<file path="src/pmsc_pkg.sv">
// Package: register map, field positions, reset values and carriers
package pmsc_pkg;

  localparam int          ADDR_W            = 8;
  localparam int          REG_W             = 8;

  // Register byte offsets on the AXI4-Lite bus
  localparam logic [7:0]  OFS_CTRL_STATUS_1 = 8'h00;
  localparam logic [7:0]  OFS_CTRL_STATUS_2 = 8'h04;
  localparam logic [7:0]  OFS_CTRL_STATUS_3 = 8'h08;

  // Fields of power_mgmt_ctrl_status_1
  localparam int          BIT_DET_FLAG      = 7;
  localparam int          BIT_DET_ACK       = 6;
  localparam int          BIT_DET_IRQ_EN    = 5;
  localparam int          BIT_DET_RESET_EN  = 4;
  localparam int          BIT_DET_STOP_EN   = 3;
  localparam int          BIT_DET_EN        = 2;
  localparam int          BIT_BANDGAP_EN    = 0;

  // Fields of power_mgmt_ctrl_status_2
  localparam int          BIT_FULL_PD_REC   = 4;
  localparam int          BIT_PART_PD_REC   = 3;
  localparam int          BIT_PD_ACK        = 2;
  localparam int          BIT_PD_ALLOW      = 1;
  localparam int          BIT_PD_MODE_SEL   = 0;

  // Fields of power_mgmt_ctrl_status_3
  localparam int          BIT_WARN_FLAG     = 7;
  localparam int          BIT_WARN_ACK      = 6;
  localparam int          BIT_DET_TRIP      = 5;
  localparam int          BIT_WARN_TRIP     = 4;

  // Write-once bits, index into the write-once bank
  localparam int          WO_DET_EN         = 0;
  localparam int          WO_DET_RESET_EN   = 1;
  localparam int          WO_PD_ALLOW       = 2;
  localparam int          WO_COUNT          = 3;

  // Values after reset
  localparam logic [2:0]  RST_WRITE_ONCE    = 3'h3;
  localparam logic        RST_DET_IRQ_EN    = 1'b0;
  localparam logic        RST_DET_STOP_EN   = 1'b1;
  localparam logic        RST_BANDGAP_EN    = 1'b0;
  localparam logic        RST_PD_MODE_SEL   = 1'b0;
  localparam logic        RST_DET_TRIP      = 1'b0;
  localparam logic        RST_WARN_TRIP     = 1'b0;

  // AXI responses
  localparam logic [1:0]  RESP_OKAY         = 2'h0;
  localparam logic [1:0]  RESP_SLVERR       = 2'h2;

  typedef struct packed {
    logic below_detect;
    logic below_warning;
  } supply_ind_t;

  typedef struct packed {
    logic full_recovered;
    logic partial_recovered;
  } pd_event_t;

  typedef struct packed {
    logic bandgap_buffer_en;
    logic detect_trip_select;
    logic warning_trip_select;
    logic detect_monitor_en;
  } monitor_cfg_t;

  typedef struct packed {
    logic powerdown_allow;
    logic powerdown_mode_select;
  } stop_cfg_t;

endpackage : pmsc_pkg

</file>
<file path="src/power_mgmt_status_control.sv">
// Supply monitor status and stop-mode control behind an AXI4-Lite slave
// Functional notes
// Detect flag, bit 7 of register 1, sets on detect event while enabled
// Writing 1 to detect ack bit 6 clears the flag; it reads 0
// Interrupt enable bit 5 raises interrupt request while the detect flag is set
// Write-once reset enable bit 4 forces chip reset when flag sets and enabled
// Stop enable bit 3 keeps detection running in stop mode
// Write-once detect enable bit 2 switches detect logic and gates other bits
// Bit 0 of register 1 drives the bandgap buffer enable
// Software writes 0 to reserved bit 1 of register 1
// Write-once bits take the first write after reset only
// Register 2 bit 4 reads 1 after recovery from full power-down
// Register 2 bit 3 reads 1 after recovery from partial power-down
// Writing 1 to register 2 bit 2 clears both recovery flags
// Power-down allow bit 1 permits power-down stop modes when 1
// Mode select bit 0 picks full (0) or partial (1) power-down
// Warning flag, register 3 bit 7, is sticky
// Warning ack bit 6 clears the flag only when warning is gone
// Register 3 bit 5 selects the detect trip level
// Register 3 bit 4 selects the warning trip level
// Warning flag sets on warning indication, also right after reset
// Software checks partial flag, restores I/O, then acks before pin access
// Comparator indications are registered on the bus clock before flags use them
`timescale 1ns/100ps
module power_mgmt_status_control
  import pmsc_pkg::*;
(
  input  wire logic              aclk,
  input  wire logic              aresetn,
  input  wire logic [ADDR_W-1:0] s_axi_awaddr,
  input  wire logic [2:0]        s_axi_awprot,
  input  wire logic              s_axi_awvalid,
  output logic                   s_axi_awready,
  input  wire logic [31:0]       s_axi_wdata,
  input  wire logic [3:0]        s_axi_wstrb,
  input  wire logic              s_axi_wvalid,
  output logic                   s_axi_wready,
  output logic [1:0]             s_axi_bresp,
  output logic                   s_axi_bvalid,
  input  wire logic              s_axi_bready,
  input  wire logic [ADDR_W-1:0] s_axi_araddr,
  input  wire logic [2:0]        s_axi_arprot,
  input  wire logic              s_axi_arvalid,
  output logic                   s_axi_arready,
  output logic [31:0]            s_axi_rdata,
  output logic [1:0]             s_axi_rresp,
  output logic                   s_axi_rvalid,
  input  wire logic              s_axi_rready,
  input  wire supply_ind_t       supply_in,
  input  wire logic              stop_mode,
  input  wire pd_event_t         pd_event,
  output monitor_cfg_t           monitor_cfg,
  output stop_cfg_t              stop_cfg,
  output logic                   low_volt_detect_irq,
  output logic                   chip_reset_req
);

  function automatic logic reg_hit(input logic [ADDR_W-1:0] a, input logic [7:0] ofs);
    reg_hit = (a[ADDR_W-1:2] == ofs[ADDR_W-1:2]);
  endfunction : reg_hit
  function automatic logic reg_mapped(input logic [ADDR_W-1:0] a);
    reg_mapped = reg_hit(a, OFS_CTRL_STATUS_1) | reg_hit(a, OFS_CTRL_STATUS_2)
               | reg_hit(a, OFS_CTRL_STATUS_3);
  endfunction : reg_mapped
  logic              aw_got_ff;
  logic [ADDR_W-1:0] waddr_ff;
  logic              w_got_ff;
  logic [REG_W-1:0]  wdata_ff;
  logic              wlane0_ff;
  logic              bvalid_ff;
  logic [1:0]        bresp_ff;
  logic              rvalid_ff;
  logic [31:0]       rdata_ff;
  logic [1:0]        rresp_ff;
  logic              do_write;
  logic              wr1;
  logic              wr2;
  logic              wr3;
  logic [REG_W-1:0]  rd_value;

  supply_ind_t       supply_q_ff;
  logic              irq_en_ff;
  logic              stop_en_ff;
  logic              bandgap_ff;
  logic              mode_sel_ff;
  logic              det_trip_ff;
  logic              warn_trip_ff;
  logic              irq_ff;
  logic              reset_req_ff;
  logic [WO_COUNT-1:0] wo_q;
  logic [WO_COUNT-1:0] wo_locked;
  logic [WO_COUNT-1:0] wo_wr_en;
  logic [WO_COUNT-1:0] wo_wr_data;
  logic              det_en;
  logic              det_active;
  logic              det_set;
  logic              det_flag;
  logic              warn_flag;
  logic              full_rec;
  logic              part_rec;
  logic              pd_ack;

  // Write channel: address and data taken in either order
  assign s_axi_awready = ~aw_got_ff & ~bvalid_ff;
  assign s_axi_wready  = ~w_got_ff & ~bvalid_ff;
  assign do_write      = aw_got_ff & w_got_ff & ~bvalid_ff;
  assign wr1 = do_write & wlane0_ff & reg_hit(waddr_ff, OFS_CTRL_STATUS_1);
  assign wr2 = do_write & wlane0_ff & reg_hit(waddr_ff, OFS_CTRL_STATUS_2);
  assign wr3 = do_write & wlane0_ff & reg_hit(waddr_ff, OFS_CTRL_STATUS_3);

  always_ff @(posedge aclk) begin
    if (!aresetn) begin
      aw_got_ff <= 1'b0;
      waddr_ff  <= '0;
    end else if (s_axi_awvalid && s_axi_awready) begin
      aw_got_ff <= 1'b1;
      waddr_ff  <= s_axi_awaddr;
    end else if (do_write) begin
      aw_got_ff <= 1'b0;
    end
  end

  always_ff @(posedge aclk) begin
    if (!aresetn) begin
      w_got_ff  <= 1'b0;
      wdata_ff  <= '0;
      wlane0_ff <= 1'b0;
    end else if (s_axi_wvalid && s_axi_wready) begin
      w_got_ff  <= 1'b1;
      wdata_ff  <= s_axi_wdata[REG_W-1:0];
      wlane0_ff <= s_axi_wstrb[0];
    end else if (do_write) begin
      w_got_ff  <= 1'b0;
    end
  end

  always_ff @(posedge aclk) begin
    if (!aresetn) begin
      bvalid_ff <= 1'b0;
      bresp_ff  <= RESP_OKAY;
    end else if (do_write) begin
      bvalid_ff <= 1'b1;
      bresp_ff  <= reg_mapped(waddr_ff) ? RESP_OKAY : RESP_SLVERR;
    end else if (s_axi_bready) begin
      bvalid_ff <= 1'b0;
    end
  end

  assign s_axi_bvalid = bvalid_ff;
  assign s_axi_bresp  = bresp_ff;

  // Read channel: one outstanding read, data latched at address accept
  assign s_axi_arready = ~rvalid_ff;

  always_comb begin
    rd_value = '0;
    if (reg_hit(s_axi_araddr, OFS_CTRL_STATUS_1)) begin
      rd_value[BIT_DET_FLAG]     = det_flag & det_en;
      rd_value[BIT_DET_ACK]      = 1'b0;
      rd_value[BIT_DET_IRQ_EN]   = irq_en_ff;
      rd_value[BIT_DET_RESET_EN] = wo_q[WO_DET_RESET_EN];
      rd_value[BIT_DET_STOP_EN]  = stop_en_ff;
      rd_value[BIT_DET_EN]       = det_en;
      rd_value[BIT_BANDGAP_EN]   = bandgap_ff;
    end else if (reg_hit(s_axi_araddr, OFS_CTRL_STATUS_2)) begin
      rd_value[BIT_FULL_PD_REC]  = full_rec;
      rd_value[BIT_PART_PD_REC]  = part_rec;
      rd_value[BIT_PD_ALLOW]     = wo_q[WO_PD_ALLOW];
      rd_value[BIT_PD_MODE_SEL]  = mode_sel_ff;
    end else if (reg_hit(s_axi_araddr, OFS_CTRL_STATUS_3)) begin
      rd_value[BIT_WARN_FLAG]    = warn_flag;
      rd_value[BIT_DET_TRIP]     = det_trip_ff;
      rd_value[BIT_WARN_TRIP]    = warn_trip_ff;
    end
  end

  always_ff @(posedge aclk) begin
    if (!aresetn) begin
      rvalid_ff <= 1'b0;
      rdata_ff  <= '0;
      rresp_ff  <= RESP_OKAY;
    end else if (s_axi_arvalid && s_axi_arready) begin
      rvalid_ff <= 1'b1;
      rdata_ff  <= {{(32 - REG_W){1'b0}}, rd_value};
      rresp_ff  <= reg_mapped(s_axi_araddr) ? RESP_OKAY : RESP_SLVERR;
    end else if (s_axi_rready) begin
      rvalid_ff <= 1'b0;
    end
  end

  assign s_axi_rvalid = rvalid_ff;
  assign s_axi_rdata  = rdata_ff;
  assign s_axi_rresp  = rresp_ff;

  // Comparator outputs are held one cycle so every flag sees the same sample
  always_ff @(posedge aclk) begin
    if (!aresetn) begin
      supply_q_ff <= '0;
    end else begin
      supply_q_ff <= supply_in;
    end
  end

  // Reserved bit 1 of register 1 is not stored, so a stray 1 has no effect
  assign wo_wr_en[WO_DET_EN]         = wr1;
  assign wo_wr_en[WO_DET_RESET_EN]   = wr1;
  assign wo_wr_en[WO_PD_ALLOW]       = wr2;
  assign wo_wr_data[WO_DET_EN]       = wdata_ff[BIT_DET_EN];
  assign wo_wr_data[WO_DET_RESET_EN] = wdata_ff[BIT_DET_RESET_EN];
  assign wo_wr_data[WO_PD_ALLOW]     = wdata_ff[BIT_PD_ALLOW];

  write_once_bits #(
    .WIDTH     (WO_COUNT),
    .RESET_VAL (RST_WRITE_ONCE)
  ) u_write_once (
    .aclk      (aclk),
    .aresetn   (aresetn),
    .wr_en     (wo_wr_en),
    .wr_data   (wo_wr_data),
    .q_ff      (wo_q),
    .locked_ff (wo_locked)
  );

  always_ff @(posedge aclk) begin
    if (!aresetn) begin
      irq_en_ff  <= RST_DET_IRQ_EN;
      stop_en_ff <= RST_DET_STOP_EN;
      bandgap_ff <= RST_BANDGAP_EN;
    end else if (wr1) begin
      irq_en_ff  <= wdata_ff[BIT_DET_IRQ_EN];
      stop_en_ff <= wdata_ff[BIT_DET_STOP_EN];
      bandgap_ff <= wdata_ff[BIT_BANDGAP_EN];
    end
  end

  always_ff @(posedge aclk) begin
    if (!aresetn) begin
      mode_sel_ff <= RST_PD_MODE_SEL;
    end else if (wr2) begin
      mode_sel_ff <= wdata_ff[BIT_PD_MODE_SEL];
    end
  end

  always_ff @(posedge aclk) begin
    if (!aresetn) begin
      det_trip_ff  <= RST_DET_TRIP;
      warn_trip_ff <= RST_WARN_TRIP;
    end else if (wr3) begin
      det_trip_ff  <= wdata_ff[BIT_DET_TRIP];
      warn_trip_ff <= wdata_ff[BIT_WARN_TRIP];
    end
  end

  // Detection runs only when enabled, and in stop only with stop enable
  assign det_en     = wo_q[WO_DET_EN];
  assign det_active = det_en & (~stop_mode | stop_en_ff);
  assign det_set    = supply_q_ff.below_detect & det_active;

  sticky_flag u_det_flag (
    .aclk    (aclk),
    .aresetn (aresetn),
    .set     (det_set),
    .clr     ((wr1 & wdata_ff[BIT_DET_ACK]) | ~det_en),
    .q_ff    (det_flag)
  );
  sticky_flag u_warn_flag (
    .aclk    (aclk),
    .aresetn (aresetn),
    .set     (supply_q_ff.below_warning),
    .clr     (wr3 & wdata_ff[BIT_WARN_ACK] & ~supply_q_ff.below_warning),
    .q_ff    (warn_flag)
  );
  assign pd_ack = wr2 & wdata_ff[BIT_PD_ACK];
  sticky_flag u_full_rec (
    .aclk    (aclk),
    .aresetn (aresetn),
    .set     (pd_event.full_recovered),
    .clr     (pd_ack),
    .q_ff    (full_rec)
  );
  sticky_flag u_part_rec (
    .aclk    (aclk),
    .aresetn (aresetn),
    .set     (pd_event.partial_recovered),
    .clr     (pd_ack),
    .q_ff    (part_rec)
  );
  always_ff @(posedge aclk) begin
    if (!aresetn) begin
      irq_ff       <= 1'b0;
      reset_req_ff <= 1'b0;
    end else begin
      irq_ff       <= det_flag & irq_en_ff & det_en;
      reset_req_ff <= det_flag & wo_q[WO_DET_RESET_EN] & det_en;
    end
  end

  assign low_volt_detect_irq               = irq_ff;
  assign chip_reset_req                    = reset_req_ff;
  assign monitor_cfg.bandgap_buffer_en     = bandgap_ff;
  assign monitor_cfg.detect_trip_select    = det_trip_ff;
  assign monitor_cfg.warning_trip_select   = warn_trip_ff;
  assign monitor_cfg.detect_monitor_en     = det_active;
  assign stop_cfg.powerdown_allow          = wo_q[WO_PD_ALLOW];
  assign stop_cfg.powerdown_mode_select    = mode_sel_ff;
endmodule : power_mgmt_status_control

</file>
<file path="src/sticky_flag.sv">
// Status flag set by hardware, cleared by software, set wins
`timescale 1ns/100ps
module sticky_flag (
  input  wire logic aclk,
  input  wire logic aresetn,
  input  wire logic set,
  input  wire logic clr,
  output logic      q_ff
);

  logic nxt_q;

  // Set beats clear so an event in the clear cycle is kept
  always_comb begin
    nxt_q = set | (q_ff & ~clr);
  end

  always_ff @(posedge aclk) begin
    if (!aresetn) begin
      q_ff <= 1'b0;
    end else begin
      q_ff <= nxt_q;
    end
  end

endmodule : sticky_flag

</file>
<file path="src/write_once_bits.sv">
// Bank of bits that accept only the first write after reset
`timescale 1ns/100ps
module write_once_bits #(
  parameter int               WIDTH     = 3,
  parameter logic [WIDTH-1:0] RESET_VAL = '0
) (
  input  wire logic             aclk,
  input  wire logic             aresetn,
  input  wire logic [WIDTH-1:0] wr_en,
  input  wire logic [WIDTH-1:0] wr_data,
  output logic      [WIDTH-1:0] q_ff,
  output logic      [WIDTH-1:0] locked_ff
);

  always_ff @(posedge aclk) begin
    if (!aresetn) begin
      q_ff      <= RESET_VAL;
      locked_ff <= '0;
    end else begin
      for (int i = 0; i < WIDTH; i++) begin
        // Later writes are dropped silently
        if (wr_en[i] && !locked_ff[i]) begin
          q_ff[i]      <= wr_data[i];
          locked_ff[i] <= 1'b1;
        end
      end
    end
  end

endmodule : write_once_bits
</file>
<file path="config.mk">
export PLATFORM = sky130hd
export DESIGN_NAME = power_mgmt_status_control
export DESIGN_NICKNAME = d
export VERILOG_FILES = /design/src/pmsc_pkg.sv /design/src/power_mgmt_status_control.sv /design/src/sticky_flag.sv /design/src/write_once_bits.sv
export SDC_FILE = /design/constraint.sdc
export NUM_CORES = 1
export LEC_CHECK = 0
export BUFFER_PORTS_ARGS = -buffer_cell sky130_fd_sc_hd__buf_2
export CAP_MARGIN = 25
export CORE_UTILIZATION = 45
export DETAILED_ROUTE_END_ITERATION = 8
export PLACE_DENSITY = 0.86
export SLEW_MARGIN = 25
export SYNTH_ARGS = -nofsm -noshare
export SYNTH_HDL_FRONTEND = slang
export SYNTH_HIERARCHICAL = 1
export SYNTH_SLANG_ARGS = --single-unit
</file>
<file path="constraint.sdc">
create_clock -name aclk -period 2.6 [get_ports aclk]
set_input_delay 0.26 -clock aclk [delete_from_list [all_inputs] [get_ports aclk]]
set_output_delay 0.26 -clock aclk [all_outputs]
set_load 0.05 [all_outputs]
</file>
==> flow_summary.ini, run 1 <==
[run_status]
outcome = finished, final reports clean

[worst_setup_path]
cp.arrival_ns = 2.15
cp_cell_sequence = nor4_1 > nand3_1 > nor3_1 > nor2b_1 > o211ai_1
cp.required_ns = 2.74
worst_path_max_delay_cell = nor3_1
critical_path.max_stage_delay_ns = 0.53
cp-start-kind = flop
cp-end-kind = flop
crit_type = reg2reg
crit_fanout = 6

[place]
io_buffers = 53
dpl-instance-area_um2 = 2440
routabilityCongestion = 0.727
dp_hpwl_um = 3000

[yosys]
avgSynthCellArea_um2 = 9.53
synth_edf_count = 0
syn_area_um2 = 2260
synth_cell_type_count = 37
yosys.area.top_type = dfxtp_1
synthArstFlopShare = 0
synthTopCellsByArea = dfxtp_1 (42%), mux2i_1 (11%), buf_4 (11%), nor2b_1 (6.1%), nand2_1 (3.8%)
synth_ff_type = dfxtp_1
synth_warnings = 6
synth_top_area_frac = 0.416
ys_seq_elements = 47
seq_area_frac_synth = 0.416
syn-instance-count = 237

[global_routing]
grt.total_usage = 0.163
antenna_found_initial = 0
grt_max_degree = 42
grt_pass1_vias = 1489
grt-ovfl-total = 0
grt_pass1_wl_um = 6690

[routing]
via_per_inst = 4.69
drt_iter0_markers = 36
avgRoutedWirePerCell_um = 11.7
drcViolationCount = 0
first_pass_iters = 4
vias = 1646
ant_nets = 0
wl_um = 4100

[cts]
post_cts_buffers = 0
cts_tree = yes
root_buffer = clkbuf_8
cts.sinks = 47
cts_hold_buf = 0
cts_resized = 0
clk_latency_ns = 0.29
clk_path_buf_depth = 2
cts_buffers = 5
path_clk_slew_ns = 0.08
htreeDepth = 2

[finish]
drive_gt1_frac = 0.250
final_cell_mix = buf_2 (53), dfxtp_1 (47), conb_1 (27)
nNetsFinal = 353
n_fill_cell = 454
final_common_cell = buf_2
syn2layout_area_growth_pct = 12.7
multi_input_area_um2 = 1100
antenna_cells = 0
postLayoutCellArea_um2 = 2550
seq_area_um2 = 941

[power_and_ir_drop]
p_per_area_nw_per_um2 = 600
cellLeakagePower_nw = 1.12
irDropWorstVdd_mv = 0.430

[sta]
finalCritPeriodShare = 0.772
slew_headroom = 0.571
finClkSkew_ns = 0.00572
setup_viol = 0
hold_viol = 0
maxSlewViolCount = 0
rsz0062_at_grt = false
tightestPinTransition_ns = 0.644
max_freq_mhz = 499
layout_min_cycle_time_ns = 2.01
finalSetupTns_ns = 0

[die]
core_um2 = 4790
start_util = 0.472
rows = 25
die_h_um = 72.9
die_area_um2 = 5310
io-pin-count = 119
die_w_um = 72.9

[min_path]
hold_class = in2reg

[run]
drv_cap = 0
[worst max-delay path, delay by kind of cell, from the launching register on]
kind / cells / cell delay [ns]
and+or+nand+nor: 4 / 1.41
DFF: 1 / 0.34
AOI/OAI and AO/OA: 1 / 0.09
[cell usage after synthesis, types with 2 or more instances]
| cell type | n |
|---|---|
| a21boi_1 | 7 |
| a21oi_1 | 2 |
| and2_1 | 3 |
| buf_2 | 4 |
| buf_4 | 33 |
| clkbuf_1 | 7 |
| dfxtp_1 | 47 |
| inv_1 | 5 |
| mux2i_1 | 25 |
| nand2_1 | 23 |
| nand2b_1 | 5 |
| nand3_1 | 3 |
| nand3b_1 | 3 |
| nor2_1 | 5 |
| nor2b_1 | 22 |
| nor2b_4 | 4 |
| nor3b_1 | 3 |
| nor4_1 | 2 |
| o211ai_1 | 2 |
| o21a_1 | 8 |
| o31ai_1 | 2 |
| or4_1 | 7 |
[flip-flops by register name, indices dropped and copies added, names as in the netlist, 2 cells and up]
| name | flops |
|---|---|
| u_write_once/q_ff | 3 |
| waddr_ff | 6 |
| supply_q_ff | 2 |
| s_axi_rdata | 7 |
| wdata_ff | 7 |
| u_write_once/locked_ff | 3 |
[logic make-up (layout without fill, tap and decap cells)]
logic type,count (synthesis),after routing,share of synthesized area
AND/OR/NAND/NOR,87,87,0.243
multiplexers,25,25,0.111
flip-flops,47,47,0.416
other,1,27,0.00166
buffers and inverters,49,70,0.138
AO/OA/AOI/OAI,28,28,0.0903
[routing by layer]
metal | share of wire | vias up | global-route usage | wire, µm
li1 | - | 840 | - | -
met1 | 0.47 | 749 | 0.201 | 1910
met2 | 0.47 | 52 | 0.282 | 1930
met3 | 0.051 | 5 | 0.0318 | 209
met4 | 0.011 | 0 | 0.0588 | 45
met5 | 0 | - | 0 | 0
[final cells by class]
| class | count | area share |
|---|---|---|
| flip-flops and latches | 47 | 0.370 |
| inverters | 5 | 0.00737 |
| clock inverters | 1 | 0.00295 |
| clock buffers | 7 | 0.0378 |
| well taps | 67 | 0.0329 |
| multi-input cells | 167 | 0.433 |
| repair buffers | 57 | 0.116 |
[final timing paths]
path                                from                           endpoint  slack, ns  cells past startpoint
max             waddr_ff[7]$_SDFFE_PN0P_  u_write_once/q_ff[0]$_SDFFE_PN1P_       0.59                      5
min                         supply_in[1]          supply_q_ff[1]$_SDFF_PN0_       0.17                      2
max reg2reg     waddr_ff[7]$_SDFFE_PN0P_  u_write_once/q_ff[0]$_SDFFE_PN1P_       0.59                      5
min reg2reg  s_axi_rdata[0]$_SDFFE_PN0P_        s_axi_rdata[0]$_SDFFE_PN0P_       0.45                      2
[power breakdown]
group | switching, W | internal, W
registers | 0.0000279 | 0.000749
logic | 0.000193 | 0.0000824
clock network | 0.000232 | 0.000242
total | 0.000453 | 0.00107
[through the flow]
stage,hold WS [ns],std cells,power [W],setup WS [ns],util
final,0.168,351,0.00153,0.594,0.532
after global routing,0.173,351,0.00160,0.486,0.532
after CTS,0.156,351,0.00154,0.639,0.532
after detailed placement,0.441,343,0.00107,0.653,0.510
after global placement,0.433,343,0.00106,0.769,0.510
after floorplan,0.349,263,0.00104,0.574,-
Note: power is estimated with default switching activity, not from simulation.
==> run 2, diff against run 1 <==
--- a/config.mk
+++ b/config.mk
@@ -5,11 +5,12 @@
 export SDC_FILE = /design/constraint.sdc
 export NUM_CORES = 1
 export LEC_CHECK = 0
+export ABC_AREA = 1
 export BUFFER_PORTS_ARGS = -buffer_cell sky130_fd_sc_hd__buf_2
 export CAP_MARGIN = 25
-export CORE_UTILIZATION = 45
+export CORE_UTILIZATION = 40
 export DETAILED_ROUTE_END_ITERATION = 8
-export PLACE_DENSITY = 0.86
+export PLACE_DENSITY = 0.82
 export SLEW_MARGIN = 25
 export SYNTH_ARGS = -nofsm -noshare
 export SYNTH_HDL_FRONTEND = slang
==> constraint.sdc (replaced) <==
create_clock -name aclk -period 1.8 [get_ports aclk]
set_input_delay 0.18 -clock aclk [delete_from_list [all_inputs] [get_ports aclk]]
set_output_delay 0.18 -clock aclk [all_outputs]
set_load 0.05 [all_outputs]
==> flow_summary.ini, run 2 <==
[run_status]
outcome = finished, final reports clean

[power_and_ir_drop]
power_frac_seq = 0.495
irDropWorstVdd_mv = 0.486
p_clk_frac = 0.294
p_per_area_nw_per_um2 = 917
cellLeakagePower_nw = 1.25
net-switching-power_w = 0.000745
power.internal_w = 0.00156
switching_share = 0.323
pwr-share-comb = 0.211

[yosys]
synth_top_area_frac = 0.425
syn_area_um2 = 2210
synthTopCellsByArea = dfxtp_1 (43%), buf_4 (11%), nor2_1 (9.5%), inv_1 (5.9%), nand2_1 (4.8%)
synth_ff_type = dfxtp_1
synth_warnings = 6
syn-instance-count = 300
avgSynthCellArea_um2 = 7.37
synthArstFlopShare = 0
synth_common_cells = nor2_1 (56), dfxtp_1 (47), inv_1 (35), buf_4 (32), nand2_1 (28)
seq_area_frac_synth = 0.425
synth_cell_type_count = 32
ys_seq_elements = 47
yosys.area.top_type = dfxtp_1
synth_edf_count = 0
yosysMostFrequentCell = nor2_1

[sta]
hold_viol = 0
finalSetupTns_ns = 0
layout_min_cycle_time_ns = 1.53
max_freq_mhz = 654
finalCritPeriodShare = 0.849
rsz0062_at_grt = false
finClkSkew_ns = 0.00321
setup_viol = 0
maxSlewViolCount = 0
fin_ws_ns = 0.271

[place]
dpl-instance-area_um2 = 2410
io_buffers = 53
routabilityCongestion = 0.892
place_ws_ns = 0.291
dp_hpwl_um = 3340

[cts]
path_clk_slew_ns = 0.08
clk_path_buf_depth = 2
clk_latency_ns = 0.29
cts.sinks = 47
htreeDepth = 2
root_buffer = clkbuf_8
cts_resized = 0
cts_buffers = 5
post_cts_buffers = 0
cts_hold_buf = 0
cts_tree = yes

[finish]
seq_area_um2 = 941
syn2layout_area_growth_pct = 13.7
multi_input_area_um2 = 941
n_fill_cell = 518
nNetsFinal = 421
final_cell_mix = nor2_1 (54), buf_2 (53), dfxtp_1 (47)
antenna_cells = 0
drive_gt1_frac = 0.247
final_common_cell = nor2_1
postLayoutCellArea_um2 = 2510

[routing]
vias = 1870
avgRoutedWirePerCell_um = 10.1
first_pass_iters = 4
ant_nets = 0
drt_iter0_markers = 116
wl_um = 4260
drcViolationCount = 0
via_per_inst = 4.43

[global_routing]
grt_pass1_vias = 1653
grt_pass1_wl_um = 7250
antenna_found_initial = 0
grt-ovfl-total = 0
grt.total_usage = 0.153
grt_max_degree = 17

[worst_setup_path]
r2r-start = aw_got_ff$_SDFFE_PN0P_
crit_type = reg2reg
path_delay_family = simple AND/OR/NAND/NOR gates
cp-startpoint = aw_got_ff$_SDFFE_PN0P_
cp.required_ns = 1.98
cp.buffers_inverters = 1
critical_path.max_stage_delay_ns = 0.42
cp-end-kind = flop
cp.arrival_ns = 1.71
crit_fanout = 4
cp_cell_sequence = nand2_2 > nor2_4 > nand2_4 > nor3_1 > inv_1 > o21ai_1 > nand3_1
worst_path_max_delay_cell = dfxtp_1
cp-start-kind = flop

[run]
drv_cap = 0

[die]
die_area_um2 = 5830
die_w_um = 76.4
rows = 26
io-pin-count = 119
core_um2 = 5200
die_h_um = 76.4
start_util = 0.425

[min_path]
hold_class = in2reg
min_from = supply_in[0]
[run 2: cell count changes after synthesis, sizes merged, moves of 17 or more]
| cell | previous run | this run |
|---|---|---|
| nand3 | 3 | 20 |
| nor2 | 5 | 59 |
| o21ai | 2 | 28 |
| a21oi | 2 | 19 |
| mux2i | 25 | 0 |
| inv | 5 | 41 |
| nor2b | 26 | 0 |
[run 2: stage by stage]
step                power [W]  instances  utilization  hold WS [ns]
floorplan             0.00160        326            -         0.264
global placement      0.00164        414        0.464         0.366
detailed placement    0.00165        414        0.464         0.371
CTS                   0.00232        422        0.483        0.0599
global route          0.00242        422        0.483        0.0599
finish                0.00231        422        0.483        0.0696
[run 2: cells by family (layout without fill, tap and decap cells)]
group	count (synthesis)	after routing	synth area share
compound gates	49	49	0.120
buf+inv	80	106	0.196
flops	47	47	0.425
other cells	1	27	0.00170
simple gates	123	123	0.257
[run 2: routing by layer]
metal	share of wire	wire (µm)	GRT usage
met3	0.060	254	0.0383
met4	0.0087	37	0.0404
met2	0.46	1950	0.257
met5	0	0	0
met1	0.47	2020	0.196
[run 2: area by class of cell]
| class | instances | share of cell area |
|---|---|---|
| clock buffer | 8 | 0.0398 |
| inverter | 43 | 0.0657 |
| multi-input combinational | 199 | 0.374 |
| sequential | 47 | 0.374 |
| tap | 70 | 0.0348 |
| timing repair buffer | 55 | 0.111 |
[run 2: worst reg2reg max path, stage by stage, from the launching register on]
cell     delay [ns]
dfxtp_1        0.42
nand2_2        0.09
nor2_4         0.13
nand2_4        0.08
nor3_1         0.37
inv_1          0.11
o21ai_1        0.15
nand3_1        0.08
[run 2: power by group through the flow]
stage	clock (W)	combinational [W]	sequential [W]
after CTS	0.000695	0.000487	0.00114
after global routing	0.000735	0.000531	0.00115
after global placement	0	0.000477	0.00116
after detailed placement	0	0.000486	0.00117
after floorplan	0	0.000379	0.00122
final	0.000678	0.000486	0.00114
[run 2: path summary, 6_finish.rpt]
check,depth (start not counted),slack [ns],endpoint
worst min-delay path,3,0.07,supply_q_ff[0]$_SDFF_PN0_
worst min register to register,2,0.46,low_volt_detect_irq$_SDFF_PN0_
worst max register to register,7,0.27,u_write_once/q_ff[0]$_SDFFE_PN1P_
worst max-delay path,7,0.27,u_write_once/q_ff[0]$_SDFFE_PN1P_
==> run 3, diff against run 2 <==
==> constraint.sdc (replaced) <==
create_clock -name aclk -period 1.3 [get_ports aclk]
set_input_delay 0.13 -clock aclk [delete_from_list [all_inputs] [get_ports aclk]]
set_output_delay 0.13 -clock aclk [all_outputs]
set_load 0.05 [all_outputs]
==> flow_summary.ini, run 3 (synthesis results as in run 2) <==
[sta]
max_freq_mhz = 789
finalCritPeriodShare = 0.975
fin_ws_ns = 0.0323
finClkSkew_ns = 0.00661
setup_viol = 0
rsz0062_at_grt = true
hold_viol = 0
layout_min_cycle_time_ns = 1.27
finalSetupTns_ns = 0
maxSlewViolCount = 0

[worst_setup_path]
worst_path_max_delay_cell = dfxtp_2
cp-start-kind = flop
cp-end-kind = flop
cp.arrival_ns = 1.45
critical_path.max_stage_delay_ns = 0.34
crit_fanout = 4
path_delay_family = simple AND/OR/NAND/NOR gates
cp.required_ns = 1.49
crit_type = reg2reg
cp.buffers_inverters = 1
cp_cell_sequence = nand2_2 > nor2_4 > nand2_4 > nor3_4 > inv_2 > o21ai_2 > nand3_1

[cts]
cts_hold_buf = 0
htreeDepth = 2
clk_path_buf_depth = 2
path_clk_slew_ns = 0.08
cts_tree = yes
clk_latency_ns = 0.29
cts.sinks = 47
cts_buffers = 5
root_buffer = clkbuf_8

[place]
place_ws_ns = -0.0839
io_buffers = 53
routabilityCongestion = 0.856
dp_hpwl_um = 3410
post-place-cells = 420

[power_and_ir_drop]
p_clk_frac = 0.263
power.internal_w = 0.00210
net-switching-power_w = 0.00107
pwr-share-comb = 0.237
p_per_area_nw_per_um2 = 1190
switching_share = 0.338
irDropWorstVdd_mv = 0.721
power_frac_seq = 0.500
cellLeakagePower_nw = 1.31

[finish]
nNetsFinal = 428
final_util = 0.511
final_common_cell = nor2_1
layout.cells.non_filler = 429
syn2layout_area_growth_pct = 20.2
final_cell_mix = nor2_1 (53), buf_2 (52), dfxtp_1 (42)
antenna_cells = 0
drive_gt1_frac = 0.301

[die]
die_area_um2 = 5830
io-pin-count = 119
die_w_um = 76.4
start_util = 0.425
rows = 26
core_um2 = 5200
die_h_um = 76.4

[global_routing]
grt.total_usage = 0.152
grt-ovfl-total = 0
antenna_found_initial = 0
grt_pass1_vias = 1742
grt_max_degree = 26
grt_pass1_wl_um = 7190

[run_status]
outcome = finished, final reports clean

[routing]
via_per_inst = 4.50
vias = 1932
wl_um = 4430
ant_nets = 0
first_pass_iters = 4
drcViolationCount = 0
avgRoutedWirePerCell_um = 10.3
drt_iter0_markers = 82

[run]
drv_cap = 0

[min_path]
hold_class = in2reg
[run 3: cell count changes in the layout (fill, tap and decap cells not counted), sizes merged]
cell    change
buf         +7
clkbuf      -1
clkinv      +1
[run 3: repair_timing]
action                                  in CTS  in global routing
pin swaps                                    1                  7
setup buffers                                0                  2
resized for setup                            8                 14
endpoints found under the setup margin       5                 15
[run 3: cell type report]
type / count / area [µm²]
flip-flops and latches: 47 / 952
inverters: 43 / 165
fillers: 518 / 2550
well taps: 70 / 87.6
clock inverters: 1 / 5.00
clock buffers: 7 / 76.3
repair buffers: 62 / 352
multi-input cells: 199 / 1020
[run 3: tightest hold or removal path: cells and delay by family]
| kind | cells | cell delay, ns |
|---|---|---|
| buffers and inverters | 2 | 0.12 |
| and+or+nand+nor | 1 | 0.04 |
[run 3: power by group through the flow]
stage,registers [W],logic [W],clock network [W]
after detailed placement,0.00161,0.000716,0
after floorplan,0.00169,0.000530,0
after CTS,0.00158,0.000735,0.000856
after global placement,0.00161,0.000700,0
after global routing,0.00160,0.000812,0.000931
final,0.00158,0.000751,0.000832
[run 3: path summary, 6_finish.rpt]
| check | slack, ns | endpoint | cells past startpoint | from |
|---|---|---|---|---|
| worst min register to register | 0.46 | low_volt_detect_irq$_SDFF_PN0_ | 2 | irq_en_ff$_SDFFE_PN0P_ |
| worst min-delay path | 0.01 | supply_q_ff[1]$_SDFF_PN0_ | 3 | supply_in[1] |
| worst max-delay path | 0.03 | u_write_once/q_ff[0]$_SDFFE_PN1P_ | 7 | w_got_ff$_SDFFE_PN0P_ |
| worst max register to register | 0.03 | u_write_once/q_ff[0]$_SDFFE_PN1P_ | 7 | w_got_ff$_SDFFE_PN0P_ |
[run 3: metrics by stage]
stage	area, µm²	power, W	hold slack, ns
floorplan	2340	0.00222	0.214
global placement	2490	0.00231	0.315
detailed placement	2490	0.00233	0.321
CTS	2610	0.00317	0.00985
global route	2660	0.00334	0.00160
finish	2660	0.00317	0.0135
[run 3: per-layer routing]
layer,part of all wire,track usage,up-vias
li1,-,-,1000
met1,0.43,0.173,857
met2,0.50,0.276,70
met3,0.059,0.0371,5
met4,0.0088,0.0519,0
met5,0,0,-
